===== src/spx_defs.svh =====
`ifndef SPX_DEFS_SVH
`define SPX_DEFS_SVH

// opcode fields
`define SPX_OP_PUSH_HI      8'hfa
`define SPX_OP_SUBPTR_HI    8'he9
`define SPX_SEL_RETURN      2'h3
`define SPX_SEL_MSB         7
`define SPX_SEL_LSB         6
`define SPX_LIT6_MSB        5

// widths and reset values
`define SPX_PTR_W           12
`define SPX_PC_W            21
`define SPX_PTR_RESET       12'h000
`define SPX_PC_RESET        21'h000000
`define SPX_NUM_PTR         3

`endif


===== src/spx_pkg.sv =====
package spx_pkg;
    `include "spx_defs.svh"

    typedef enum logic [1:0] {
        SPX_OP_NONE   = 2'b00,
        SPX_OP_PUSH   = 2'b01,
        SPX_OP_SUBPTR = 2'b10,
        SPX_OP_SUBRET = 2'b11
    } spx_op_t;

    typedef enum logic [0:0] {
        SPX_ST_RUN   = 1'b0,
        SPX_ST_FLUSH = 1'b1
    } spx_state_t;

    // one data memory write request
    typedef struct packed {
        logic                    en;
        logic [`SPX_PTR_W-1:0]   addr;
        logic [7:0]              data;
    } spx_mem_wr_t;

    // program counter redirect request
    typedef struct packed {
        logic                    en;
        logic [`SPX_PC_W-1:0]    target;
    } spx_pc_load_t;
endpackage


===== src/spx_ptr_file.sv =====
`timescale 1ns/1ps

// ****************************************************************
// pointer register file
// ****************************************************************
module spx_ptr_file
    import spx_pkg::*;
(
    input  wire logic                  ref_clk_i,  // core clock
    input  wire logic                  reset_i,    // async reset, high
    input  wire logic                  wr_en_i,    // write strobe
    input  wire logic [1:0]            wr_sel_i,   // pointer to write
    input  wire logic [`SPX_PTR_W-1:0] wr_data_i,  // new pointer value
    output logic [`SPX_NUM_PTR*`SPX_PTR_W-1:0] ptr_o // all pointers, registered
);
    genvar g;
    generate
        for (g = 0; g < `SPX_NUM_PTR; g++) begin : g_ptr
            always_ff @(posedge ref_clk_i or posedge reset_i) begin
                if (reset_i) begin
                    ptr_o[g*`SPX_PTR_W +: `SPX_PTR_W] <= `SPX_PTR_RESET;
                end else if (wr_en_i && wr_sel_i == 2'(g)) begin
                    ptr_o[g*`SPX_PTR_W +: `SPX_PTR_W] <= wr_data_i;
                end
            end
        end
    endgenerate
endmodule


===== src/spx_core.sv =====
`timescale 1ns/1ps
// How it works
// [RULE1] push writes low-byte literal at pointer two
// [RULE2] push then decrements pointer two, one cycle
// [RULE3] subtract six-bit literal from selected pointer
// [RULE4] selectors 0..2 pick matching pointer
// [RULE5] selector 11 decodes as subtract-and-return
// [RULE6] subtract-and-return loads pc, flushes one cycle
// [RULE7] execute only when extended set enabled
// [RULE8] pointer math wraps at twelve bits

module spx_core
    import spx_pkg::*;
(
    input  wire logic                  ref_clk_i,            // core clock, 10 MHz
    input  wire logic                  reset_i,              // async reset, high
    input  wire logic                  instr_valid_i,        // opcode valid this cycle
    input  wire logic [15:0]           instr_i,              // opcode word
    input  wire logic                  extended_set_enable_i,// extension config bit
    input  wire logic [`SPX_PC_W-1:0]  return_stack_top_i,   // top of return stack
    output logic                       mem_wr_en_o,          // data memory write strobe
    output logic [`SPX_PTR_W-1:0]      mem_wr_addr_o,        // data memory write address
    output logic [7:0]                 mem_wr_data_o,        // data memory write data
    output logic                       pc_load_o,            // load pc from return stack
    output logic [`SPX_PC_W-1:0]       pc_target_o,          // new pc value
    output logic                       return_pop_o,         // pop return stack
    output logic                       flush_o,              // second cycle is a nop
    output logic                       handled_o,            // opcode executed here
    output logic [`SPX_NUM_PTR*`SPX_PTR_W-1:0] file_select_pointer_o // pointers 0..2
);
    // ****************************************************************
    // decode
    // ****************************************************************
    spx_op_t                op;
    spx_state_t             state_q;
    logic [1:0]             sel;
    logic [`SPX_PTR_W-1:0]  lit6;
    logic [`SPX_PTR_W-1:0]  cur_ptr;
    logic [`SPX_PTR_W-1:0]  new_ptr;
    logic                   ptr_wr;
    logic [`SPX_NUM_PTR*`SPX_PTR_W-1:0] ptrs;
    logic [`SPX_PTR_W-1:0]  stack_pointer_two;
    spx_mem_wr_t            mem_wr_d;
    spx_pc_load_t           pc_ld_d;

    assign stack_pointer_two = ptrs[2*`SPX_PTR_W +: `SPX_PTR_W];
    // the literal is unsigned, so it is zero-extended before the subtract
    assign lit6 = {{(`SPX_PTR_W-6){1'b0}}, instr_i[`SPX_LIT6_MSB:0]};

    always_comb begin
        op = SPX_OP_NONE;
        // a fetched word in the flush slot is discarded, not executed
        if (instr_valid_i && extended_set_enable_i && state_q == SPX_ST_RUN) begin // see [RULE7]
            if (instr_i[15:8] == `SPX_OP_PUSH_HI) begin
                op = SPX_OP_PUSH;
            end else if (instr_i[15:8] == `SPX_OP_SUBPTR_HI) begin
                if (instr_i[`SPX_SEL_MSB:`SPX_SEL_LSB] == `SPX_SEL_RETURN) begin
                    op = SPX_OP_SUBRET; // see [RULE5]
                end else begin
                    op = SPX_OP_SUBPTR;
                end
            end
        end
    end

    // ****************************************************************
    // pointer arithmetic
    // ****************************************************************
    always_comb begin
        sel    = 2'h2;
        ptr_wr = 1'b0;
        case (op)
            SPX_OP_PUSH: begin
                ptr_wr = 1'b1;
            end
            SPX_OP_SUBPTR: begin
                sel    = instr_i[`SPX_SEL_MSB:`SPX_SEL_LSB]; // see [RULE4]
                ptr_wr = 1'b1;
            end
            SPX_OP_SUBRET: begin
                ptr_wr = 1'b1; // see [RULE5]
            end
            default: begin
                ptr_wr = 1'b0;
            end
        endcase
        cur_ptr = ptrs[sel*`SPX_PTR_W +: `SPX_PTR_W];
        // modulo 4096: the 12-bit difference simply wraps
        if (op == SPX_OP_PUSH) begin
            new_ptr = cur_ptr - 12'h001; // see [RULE2] [RULE8]
        end else begin
            new_ptr = cur_ptr - lit6; // see [RULE3] [RULE8]
        end
    end

    // ****************************************************************
    // pointer register file
    // ****************************************************************
    // one write port: no operation here touches two pointers at once
    spx_ptr_file u_ptr_file (
        .ref_clk_i (ref_clk_i),
        .reset_i   (reset_i),
        .wr_en_i   (ptr_wr),
        .wr_sel_i  (sel),
        .wr_data_i (new_ptr),
        .ptr_o     (ptrs)
    );

    // ****************************************************************
    // outputs
    // ****************************************************************
    always_comb begin
        mem_wr_d.en   = (op == SPX_OP_PUSH); // see [RULE1]
        mem_wr_d.addr = stack_pointer_two;   // pre-decrement address, see [RULE1]
        mem_wr_d.data = instr_i[7:0];
        pc_ld_d.en     = (op == SPX_OP_SUBRET); // see [RULE6]
        pc_ld_d.target = return_stack_top_i;
    end

    // ****************************************************************
    // data memory write port
    // ****************************************************************
    // the strobe is a one-cycle pulse; address and data follow the decode
    // freely since nothing downstream looks at them without the strobe
    always_ff @(posedge ref_clk_i or posedge reset_i) begin
        if (reset_i) begin
            mem_wr_en_o <= 1'b0;
        end else begin
            mem_wr_en_o <= mem_wr_d.en; // see [RULE1]
        end
    end

    always_ff @(posedge ref_clk_i or posedge reset_i) begin
        if (reset_i) begin
            mem_wr_addr_o <= `SPX_PTR_RESET;
        end else begin
            mem_wr_addr_o <= mem_wr_d.addr;
        end
    end

    always_ff @(posedge ref_clk_i or posedge reset_i) begin
        if (reset_i) begin
            mem_wr_data_o <= 8'h00;
        end else begin
            mem_wr_data_o <= mem_wr_d.data;
        end
    end

    // ****************************************************************
    // return path
    // ****************************************************************
    always_ff @(posedge ref_clk_i or posedge reset_i) begin
        if (reset_i) begin
            pc_load_o <= 1'b0;
        end else begin
            pc_load_o <= pc_ld_d.en; // see [RULE6]
        end
    end

    always_ff @(posedge ref_clk_i or posedge reset_i) begin
        if (reset_i) begin
            pc_target_o <= `SPX_PC_RESET;
        end else begin
            pc_target_o <= pc_ld_d.target;
        end
    end

    // pop and load come from one decode, so the stack and the pc never
    // disagree about which return was taken
    always_ff @(posedge ref_clk_i or posedge reset_i) begin
        if (reset_i) begin
            return_pop_o <= 1'b0;
        end else begin
            return_pop_o <= pc_ld_d.en;
        end
    end

    // ****************************************************************
    // flush slot
    // ****************************************************************
    // the word fetched behind a return is dropped
    always_ff @(posedge ref_clk_i or posedge reset_i) begin
        if (reset_i) begin
            state_q <= SPX_ST_RUN;
        end else begin
            case (state_q)
                SPX_ST_RUN: begin
                    if (op == SPX_OP_SUBRET) begin
                        state_q <= SPX_ST_FLUSH; // see [RULE6]
                    end
                end
                SPX_ST_FLUSH: begin
                    state_q <= SPX_ST_RUN;
                end
                default: begin
                    state_q <= SPX_ST_RUN;
                end
            endcase
        end
    end

    always_ff @(posedge ref_clk_i or posedge reset_i) begin
        if (reset_i) begin
            flush_o <= 1'b0;
        end else begin
            flush_o <= (op == SPX_OP_SUBRET); // see [RULE6]
        end
    end

    // ****************************************************************
    // completion and pointer view
    // ****************************************************************
    always_ff @(posedge ref_clk_i or posedge reset_i) begin
        if (reset_i) begin
            handled_o <= 1'b0;
        end else begin
            handled_o <= (op != SPX_OP_NONE); // see [RULE7]
        end
    end

    // pointers already leave the file from flops, so no second copy here
    assign file_select_pointer_o = ptrs;
endmodule


===== config.mk =====
export PLATFORM = sky130hd
export DESIGN_NAME = spx_core
export DESIGN_NICKNAME = d
export VERILOG_FILES = /design/src/spx_pkg.sv /design/src/spx_ptr_file.sv /design/src/spx_core.sv
export VERILOG_INCLUDE_DIRS = /design/src
export SDC_FILE = /design/constraint.sdc
export NUM_CORES = 1
export LEC_CHECK = 0
export ABC_AREA = 1
export CORE_UTILIZATION = 48
export DETAILED_ROUTE_END_ITERATION = 8
export DONT_BUFFER_PORTS = 1
export SYNTH_ARGS = -nofsm -noshare
export SYNTH_HDL_FRONTEND = slang
export SYNTH_SLANG_ARGS = --single-unit

===== constraint.sdc =====
create_clock -name ref_clk_i -period 4.5 [get_ports ref_clk_i]
set_clock_uncertainty 0.05 [all_clocks]
set_input_delay 0.9 -clock ref_clk_i [delete_from_list [all_inputs] [get_ports ref_clk_i]]
set_output_delay 0.9 -clock ref_clk_i [all_outputs]
set_load 0.05 [all_outputs]

==> results.cfg, run 1 <==
[run_status]
status = completed

[yosys]
synth_flop_cell = dfrtp_1
yosys.cell_count.top_type = nand2_1
synth_area_leader_cell = dfrtp_1
syn_inst = 340
ys_async_sr_fraction_pct = 100.0
synth-seq-cells = 81
seq_area_frac_synth_pct = 60.11
synth_top_area_share_pct = 60.11
yosysWarnings = 0
synth.avg_cell_area_sq_um = 9.918
synth-edff-count = 0
synth_cell_types = 30
netlist_area_sq_um = 3372
ys_top_cells_by_area = dfrtp_1 60%, nand2_1 11%, nand3_1 3.6%
synth_common_cells = 101 x nand2_1, 81 x dfrtp_1, 24 x nand3_1, 20 x inv_1, 20 x o21ai_0
syn_nets = 388

[layout]
layout-drive-gt1-share_pct = 12.65
fin_nets = 383
n_antenna_cell = 0
syn_to_final_growth_pct = 6.865
fillers = 594
design_area_sq_um = 3603

[clock_network]
cts_hold_buf = 0
cts_resized = 0
cts_sinks = 81
clockBufferDepth = 2
cts_root_buf = clkbuf_8
clk_pin_slew_worst_paths_ns = 0.09
cts_tree = done
cts_max_level = 3
cts_setup_buffers = 0
cts_made_buffers = 9
clkLatencyLatePin_ns = 0.35

[routing]
drtIter0Drc = 84
viasPerCell = 5.234
post-route-drc-count = 0
ant_nets = 0
routed_wl_um = 6838
routedWlPerCell_um = 15.68
route.vias.total = 2282
first_pass_iters = 6

[setup_path]
cp_max_fo = 24
r2r_start = state_q
critical_path_required_ns = 4.68
r2r_slack_ns = 0.97
reg2reg_to = u_ptr_file.ptr_o[20]
worstSetupEndpointType = flip-flop
cp.arrival_ns = 3.93
start_kind = input pin
crit_type = input pin to flip-flop
reg2reg_depth = 22

[placement]
dpl_cell_area_sq_um = 3393
post-dp-hpwl_um = 5126
place_congestion = 0.8755
numPortBuffers = 0
dp_slack_ns = 0.3955

[sta]
period_needed_ns = 3.747
slew_headroom_pct = 20.64
tightest_slew_ns = 1.175
rsz0062_at_grt = false
slew_violations = 0
worst_slack_ns = 0.7535
tns_ns = 0
setup_viol = 0
hold_viol = 0
fin_crit_sh_pct = 83.26
clock.fmax_mhz = 266.9

[power]
p_leak_nw = 1.811
peakVddDrop_uv = 195.2
p_per_area_nw_per_um2 = 431.3

[job]
drv_cap = 0

[global_routing]
antenna_found_initial = 0
grt_pass1_vias = 2189
grt_max_degree = 42
grt_pass1_wl_um = 10980
grt_remaining_overflow = 0
grt_usage_pct = 19.77

[floorplanning]
initial_utilization_pct = 49.63
dieArea_sq_um = 7364
die_y_um = 85.82
io_pins = 123
std_cell_rows = 30
fp.dieW_um = 85.82
core_sq_um = 6794

[worst_hold_path]
min_path_type = input pin to asynchronous set/reset pin
worst max-delay path, stage by stage:
cell and delay, ns:
nand2_1 0.06, nor2_1 0.25, nand3_4 0.15, nor2_8 0.19, nand2_4 0.12, nor2_4 0.21, inv_2 0.21, o221ai_1 0.23
ha_1 0.18, inv_1 0.06, fa_1 0.39, nand3_1 0.09, nand2_1 0.08, nand2_1 0.06, nand2_1 0.05, nand2_1 0.05
nand2_1 0.07, nor2_2 0.18, inv_2 0.06, o21ai_1 0.12, nand2_1 0.10, nand2_1 0.07, nand2_1 0.05
state kept, by name (all words and copies together), names as in the netlist:
signal,flops
flush_o,1
handled_o,1
mem_wr_addr_o,12
mem_wr_data_o,8
mem_wr_en_o,1
pc_target_o,21
state_q,1
u_ptr_file.ptr_o,36
worst max-delay path by stage:
stage / start / end / slack [ns] / depth (start not counted)
2_1_floorplan: instr_valid_i / u_ptr_file.ptr_o[32] / 0.78 / 24
3_3_place_gp: instr_valid_i / u_ptr_file.ptr_o[32] / 0.52 / 23
3_5_place_dp: instr_valid_i / u_ptr_file.ptr_o[32] / 0.40 / 23
4_1_cts: instr_valid_i / u_ptr_file.ptr_o[20] / 0.76 / 23
5_1_grt: instr_valid_i / u_ptr_file.ptr_o[32] / 0.43 / 23
6_report: instr_valid_i / u_ptr_file.ptr_o[20] / 0.75 / 23
per-layer routing:
| layer | GRT usage (%) | share of wire [%] | vias up |
|---|---|---|---|
| met4 | 8.485 | 1.5 | 0 |
| met2 | 29.75 | 44 | 138 |
| met5 | 0 | 0 | - |
| met1 | 26.95 | 46 | 1034 |
| li1 | - | - | 1099 |
| met3 | 5.390 | 8.6 | 11 |
where the power goes:
group	switching [mW]	internal, mW
Clock	0.268	0.278
Sequential	0.137	0.757
Combinational	0.0785	0.0353
Total	0.484	1.07
metrics by stage:
stage          hold slack [ns]  power, mW  utilization, %  cells
6_report                0.4676      1.554           53.04    436
5_1_grt                 0.4952      1.626           53.04    436
4_1_cts                 0.4891      1.571           53.04    436
3_5_place_dp            0.5934      1.025           49.94    420
3_3_place_gp            0.6006      1.024           49.94    420
2_1_floorplan           0.3456      1.005               -    340
cells by family (layout without fill, tap and decap cells):
family	after synthesis	after routing	share of synthesized area (%)
xor gates and xnor gates	4	4	1.039
AOI/OAI and AO/OA	37	37	5.863
buffers and inverters	44	44	6.530
and+or+nand+nor	167	167	23.64
DFF	81	81	60.11
adders and majority gates	7	7	2.820
final cells by class:
type / count / area [sq um] / share of cell area, %
multi-input cells: 215 / 1125 / 31.22
well taps: 96 / 120.1 / 3.333
repair buffers: 4 / 30.03 / 0.8333
inverters: 24 / 91.34 / 2.535
flip-flops and latches: 81 / 2027 / 56.25
clock buffers: 10 / 137.6 / 3.819
clock inverters: 6 / 72.57 / 2.014
placed cells by master, fill, tap and decap left out, types with 2 or more instances in the layout:
cell      synthesis  routed
a21oi_1           8       8
clkbuf_8          0      10
nor2_2            3       3
nand2_1         101     101
ha_1              6       6
nor2_4            3       3
inv_2             4       4
nand3_1          24      24
o22ai_1           4       4
xnor2_1           4       4
o21ai_1           3       3
or2_2             2       2
dfrtp_1          81      81
nand2_4           2       2
nand4_1           9       9
inv_6             0       3
buf_4            14       4
nand3_2           4       4
nor2_1           12      12
o21ai_0          20      20
inv_1            20      19
nand2_2           2       2
Note: power is estimated with default switching activity, not from simulation.
==> run 2: changes to the inputs <==
Settings changed: ABC_AREA 1 to 0.
Clock period 4.5 ns to 3.7 ns, I/O delays scaled along.
==> run 2 against run 1 <==
- sequential cell count did not move
- sequential share of layout area rose by 0.078 points
- power rose by 18%
- clock power rose by 9.3%
- highest routed layer unchanged
- register-to-register slack got worse by 0.41 ns
- critical endpoint is now u_ptr_file.ptr_o[11]
- critical path depth fell by 10
- first-iteration DRC count fell by 15%
- core utilization fell by 0.36 points
==> results.cfg, run 2 <==
[run_status]
status = completed

[layout]
layout-drive-gt1-share_pct = 15.57
fin_nets = 332
largestRegisters = u_ptr_file.ptr_o: 36 flops, pc_target_o: 21 flops, mem_wr_addr_o: 12 flops
largest-register = u_ptr_file.ptr_o
final_common_cell = dfrtp_1
seq_area_sq_um = 2027
syn_to_final_growth_pct = 5.813
layout_common_cells = 81 x dfrtp_1, 40 x nand2_1, 25 x nor2_1
largest_register_ff_count = 36
fillers = 616
fin_util_pct = 52.67
multi_input_area_sq_um = 1204

[floorplanning]
initial_utilization_pct = 49.78
die_y_um = 86.17
io_pins = 123
core_sq_um = 6832
std_cell_rows = 30
dieArea_sq_um = 7425
fp.dieW_um = 86.17

[yosys]
synth_area_leader_cell = dfrtp_1
yosysWarnings = 0
synth_top_area_share_pct = 59.60
ys_async_sr_fraction_pct = 100.0
synth_common_cells = 81 x dfrtp_1, 40 x nand2_1, 25 x nor2_1, 15 x o21ai_0, 14 x buf_4
synth-edff-count = 0
synth-seq-cells = 81
netlist_area_sq_um = 3401
synth.avg_cell_area_sq_um = 11.69
synth_flop_cell = dfrtp_1
syn_inst = 291
synth_cell_types = 47
syn_nets = 339
seq_area_frac_synth_pct = 59.60
yosys.cell_count.top_type = dfrtp_1
ys_top_cells_by_area = dfrtp_1 60%, nand2_1 4.4%, buf_4 3.1%

[setup_path]
critical_path_required_ns = 3.92
r2r_slack_ns = 0.56
cp.arrival_ns = 3.37
cp_max_fo = 23
start_kind = flip-flop
crit_type = flip-flop to flip-flop
worstSetupEndpointType = flip-flop

[sta]
tns_ns = 0
setup_viol = 0
hold_viol = 0
tightest_slew_ns = 0.9953
slew_violations = 0
rsz0062_at_grt = false
clock.fmax_mhz = 318.0
fin_crit_sh_pct = 85.00
slew_headroom_pct = 33.57
period_needed_ns = 3.145

[global_routing]
antenna_found_initial = 1
grt_remaining_overflow = 0
grt_max_degree = 61
grt_pass1_vias = 2043
grt_pass1_wl_um = 10590
grt_usage_pct = 19.53

[clock_network]
cts_root_buf = clkbuf_8
cts_max_level = 3
cts_setup_buffers = 0
cts_hold_buf = 0
cts_resized = 0
clockBufferDepth = 2
clkLatencyLatePin_ns = 0.35
cts_sinks = 81
cts_made_buffers = 9
clk_pin_slew_worst_paths_ns = 0.09
cts_tree = done

[routing]
drtIter0Drc = 71
post-route-drc-count = 0
routed_wl_um = 6785
first_pass_iters = 4
route.vias.total = 2092
ant_nets = 0
viasPerCell = 5.420
routedWlPerCell_um = 17.58

[worst_hold_path]
min_path_type = input pin to flip-flop

[power]
p_leak_nw = 1.756
p_per_area_nw_per_um2 = 509.0
peakVddDrop_uv = 190.3

[placement]
post-dp-hpwl_um = 4791
place_congestion = 0.8922
numPortBuffers = 0

[job]
drv_cap = 0
run 2: changes by cell type in the layout (fill, tap and decap cells not counted), moves of 7 or more:
cell,previous run,this run
xor2_1,0,11
nor2_1,12,25
mux2i_1,0,7
nand3_1,24,2
nand4_1,9,1
mux2_2,0,8
inv_1,19,3
nand2_1,101,40
run 2: area by class of cell:
type	instances	share of cell area, %
sequential	81	56.33
multi-input combinational	182	33.45
clock buffer	9	3.442
tap	96	3.338
clock inverter	7	1.669
timing repair buffer	6	1.252
inverter	4	0.4520
antenna	1	0.06954
run 2: critical path, stage by stage, from the launching register on:
cell,delay (ns)
dfrtp_1,0.39
nand4b_1,0.22
nor2_1,0.16
nand4_1,0.15
buf_4,0.25
o22ai_1,0.13
o21ai_0,0.16
ha_1,0.31
nor2b_1,0.14
o31a_1,0.28
o211ai_2,0.25
nand3_2,0.17
nor4_2,0.22
xor2_1,0.18
run 2: per-stage QoR:
stage / worst slack [ns] / instances / hold WS [ns] / instance area, sq um / power (mW)
after floorplan: 0.1504 / 291 / 0.3398 / 3401 / 1.237
after global placement: 0.2414 / 369 / 0.5682 / 3412 / 1.253
after detailed placement: 0.1819 / 369 / 0.5644 / 3412 / 1.254
after CTS: 0.5337 / 385 / 0.3314 / 3596 / 1.855
after global routing: 0.2465 / 386 / 0.3200 / 3598 / 1.924
final: 0.5551 / 386 / 0.3586 / 3598 / 1.832
run 2: per-layer routing:
| layer | vias to the layer above | GRT usage, % | routed length (um) |
|---|---|---|---|
| li1 | 965 | - | - |
| met1 | 990 | 26.54 | 2937 |
| met2 | 125 | 28.50 | 3117 |
| met3 | 12 | 6.571 | 614 |
| met4 | 0 | 8.485 | 116 |
| met5 | - | 0 | 0 |
run 2: cell families (layout without fill, tap and decap cells):
logic type / Yosys count / in the layout / synth area share [%]
other: 0 / 1 / 0
adders and majority gates: 7 / 7 / 2.796
and+or+nand+nor: 95 / 95 / 14.75
DFF: 81 / 81 / 59.60
buffers and inverters: 28 / 26 / 5.004
AOI/OAI and AO/OA: 46 / 46 / 8.241
muxes: 15 / 15 / 4.710
xor gates and xnor gates: 19 / 19 / 4.893
run 2: worst paths after layout:
check	start	end	depth (start not counted)
max	state_q	u_ptr_file.ptr_o[11]	13
min	return_stack_top_i[4]	pc_target_o[4]	0
max reg2reg	state_q	u_ptr_file.ptr_o[11]	13
min reg2reg	state_q	handled_o	2
max in group asynchronous	reset_i	u_ptr_file.ptr_o[0]	2
min in group asynchronous	reset_i	pc_target_o[10]	1
run 2: power by group:
group          leakage, nW  internal [mW]  total [mW]  switching [mW]
clock               0.0848          0.255       0.597           0.342
combinational        0.613         0.0630       0.148          0.0847
sequential            1.06          0.920        1.09           0.167
total                 1.76           1.24        1.83           0.594
==> run 3: changes to the inputs <==
Settings changed: ABC_AREA 0 to 1, PLACE_DENSITY set to 0.65.
Clock period 3.7 ns to 2.6 ns, I/O delays scaled along.
==> run 3 against run 2 <==
- the flow now finishes with violations (setup timing)
- via count increased by 24%
- count of clock-buffer cells in the layout increased by 1
- sequential share of layout area decreased by 10 points
- largest cell class unchanged
- critical endpoint unchanged
- register-to-register slack got worse by 0.78 ns
- non-clock buffer count increased by 59
- critical path depth increased by 8
==> results.cfg, run 3 (synthesis results as in run 1) <==
[setup_path]
critical_path_required_ns = 2.86
crit_type = flip-flop to flip-flop
critPathLaunch = state_q
cp_max_fo = 7
path_buf_inv = 2
cp_top_family = simple AND/OR/NAND/NOR gates
path_cells = nor2_4, nand3_4, nor2_8, nand2_4, nor2_4, inv_4, o22ai_1, nor2_1, ha_1, a21oi_2, nand2_2, nand3_2, nand3_2, nand2_2, nand2_2, nor2_4, buf_4, nand3_1, nand2_2, nand3_1, nand2_1
worst-path-stages = 21
r2r_slack_ns = -0.23
cp-endpoint = u_ptr_file.ptr_o[11]
cp.arrival_ns = 3.09
reg2reg_to = u_ptr_file.ptr_o[11]
worstSetupEndpointType = flip-flop
start_kind = flip-flop
crit_slowest_cell = dfrtp_1
slowest_delay_ns = 0.41
reg2reg_depth = 21
r2r_start = state_q
crit_top_cell = nand2_2

[power]
seq_power_share_pct = 51.9
p_clk_share_pct = 35.4
comb_power_share_pct = 12.7
p_per_area_nw_per_um2 = 659.6
swShare_pct = 30.47
power.switching_uw = 888.7
p_int_mw = 2.028
p_leak_nw = 2.205
peakVddDrop_uv = 253.6

[layout]
largest-register = u_ptr_file.ptr_o
finalNonFillerCells = 497
n_antenna_cell = 0
layout_common_cells = 87 x nand2_1, 81 x dfrtp_1, 57 x buf_4
syn_to_final_growth_pct = 31.13
final_common_cell = nand2_1
largestRegisters = u_ptr_file.ptr_o: 36 flops, pc_target_o: 21 flops, mem_wr_addr_o: 12 flops
largest_register_ff_count = 36
layout-drive-gt1-share_pct = 38.15
fin_nets = 444

[routing]
post-route-drc-count = 0
first_pass_iters = 4
routed_wl_um = 8061
routedWlPerCell_um = 16.22
viasPerCell = 5.209
drtIter0Drc = 124
ant_nets = 0
route.vias.total = 2589

[clock_network]
cts_root_buf = clkbuf_8
clk_pin_slew_worst_paths_ns = 0.08
clkLatencyLatePin_ns = 0.36
cts_tree = done
cts_sinks = 81
cts_max_level = 3
cts_made_buffers = 9
clockBufferDepth = 2

[job]
drv_cap = 0

[floorplanning]
io_pins = 123
core_sq_um = 6794
std_cell_rows = 30
dieArea_sq_um = 7364
die_y_um = 85.82
fp.dieW_um = 85.82
initial_utilization_pct = 49.63

[run_status]
violations = setup timing
status = finished, violations left

[sta]
slew_violations = 0
fin_crit_sh_pct = 108.8
tightest_slew_ns = 0.5714
hold_viol = 0
period_needed_ns = 2.830
clock.fmax_mhz = 353.4
rsz0062_at_grt = true
whs_ns = 0.01891
slew_headroom_pct = 61.91
setup_viol = 21
worst_slack_ns = -0.2297

[global_routing]
grt_pass1_wl_um = 12530
grt_remaining_overflow = 0
top_usage_layer = met2
grt_max_degree = 56
met3_usage_pct = 7.988
grt_usage_pct = 22.68
grt_pass1_vias = 2546
met2_usage_pct = 34.98
antenna_found_initial = 0
grtUsageMet1_pct = 29.05

[placement]
dp.cells = 470
post-dp-hpwl_um = 5515
place_congestion = 0.8545
numPortBuffers = 0

[worst_hold_path]
min_path_type = input pin to asynchronous set/reset pin
[run 3: cell count changes in the layout (fill, tap and decap cells not counted), sizes merged, moves of 3 or more]
| cell | before | now |
|---|---|---|
| buf | 6 | 65 |
| inv | 7 | 24 |
| mux2 | 8 | 0 |
| mux2i | 7 | 0 |
| nand2 | 41 | 105 |
| nand3 | 4 | 29 |
| nand4 | 1 | 9 |
| nor2 | 25 | 19 |
| nor3 | 4 | 1 |
| nor3b | 3 | 0 |
| xnor2 | 8 | 4 |
| xor2 | 11 | 0 |
[run 3: cell type report]
cell class,count,area (sq um)
clock buffers,10,137.6
clock inverters,6,90.09
fillers,499,2372
inverters,24,121.4
multi-input cells,215,1390
flip-flops and latches,81,2027
well taps,96,120.1
repair buffers,65,535.5
[run 3: worst min path at each step]
stage               slack, ns                end  cells after the start
detailed placement       0.41    pc_target_o[17]                      1
finish                   0.02    pc_target_o[17]                      1
global placement         0.41   mem_wr_data_o[0]                      1
floorplan                0.35  mem_wr_addr_o[10]                      0
global route             0.04   mem_wr_data_o[0]                      1
CTS                      0.02     pc_target_o[0]                      1
[run 3: per-stage QoR]
stage | power, mW | setup TNS, ns | util (%) | cell area [sq um] | setup slack (ns)
floorplan | 1.751 | -10.12 | - | 3458 | -0.6197
global placement | 1.809 | -8.555 | 57.00 | 3872 | -0.4419
detailed placement | 1.814 | -10.12 | 57.00 | 3872 | -0.5345
CTS | 2.883 | -3.182 | 63.08 | 4285 | -0.2465
global route | 3.038 | -7.226 | 65.08 | 4422 | -0.4089
finish | 2.917 | -3.520 | 65.08 | 4422 | -0.2297
[run 3: layer usage]
metal,part of all wire (%),wire (um),up-vias
met4,2.3,183,0
met3,8.3,666,17
li1,-,-,1206
met1,43,3457,1242
met2,47,3754,124
met5,0,0,-
[run 3: worst register-to-register path, stage by stage, from the launching register on]
cell and delay, ns:
dfrtp_1 0.41, nor2_4 0.13, nand3_4 0.11, nor2_8 0.15
nand2_4 0.06, nor2_4 0.14, inv_4 0.08, o22ai_1 0.13
nor2_1 0.07, ha_1 0.32, a21oi_2 0.15, nand2_2 0.08
nand3_2 0.07, nand3_2 0.09, nand2_2 0.06, nand2_2 0.07
nor2_4 0.14, buf_4 0.13, nand3_1 0.08, nand2_2 0.09
nand3_1 0.08, nand2_1 0.06
[run 3: repair_timing]
item,CTS,global route
resized for setup,27,31
setup buffers,9,3
setup endpoints to repair,24,27
pin swaps,19,24
hold buffers,0,0
[run 3: power groups by stage]
stage	Sequential, mW	Clock, mW	Combinational (mW)
4_1_cts	1.51	1.05	0.321
3_5_place_dp	1.54	0	0.276
2_1_floorplan	1.51	0	0.238
6_report	1.51	1.03	0.371
3_3_place_gp	1.54	0	0.271
5_1_grt	1.52	1.11	0.406
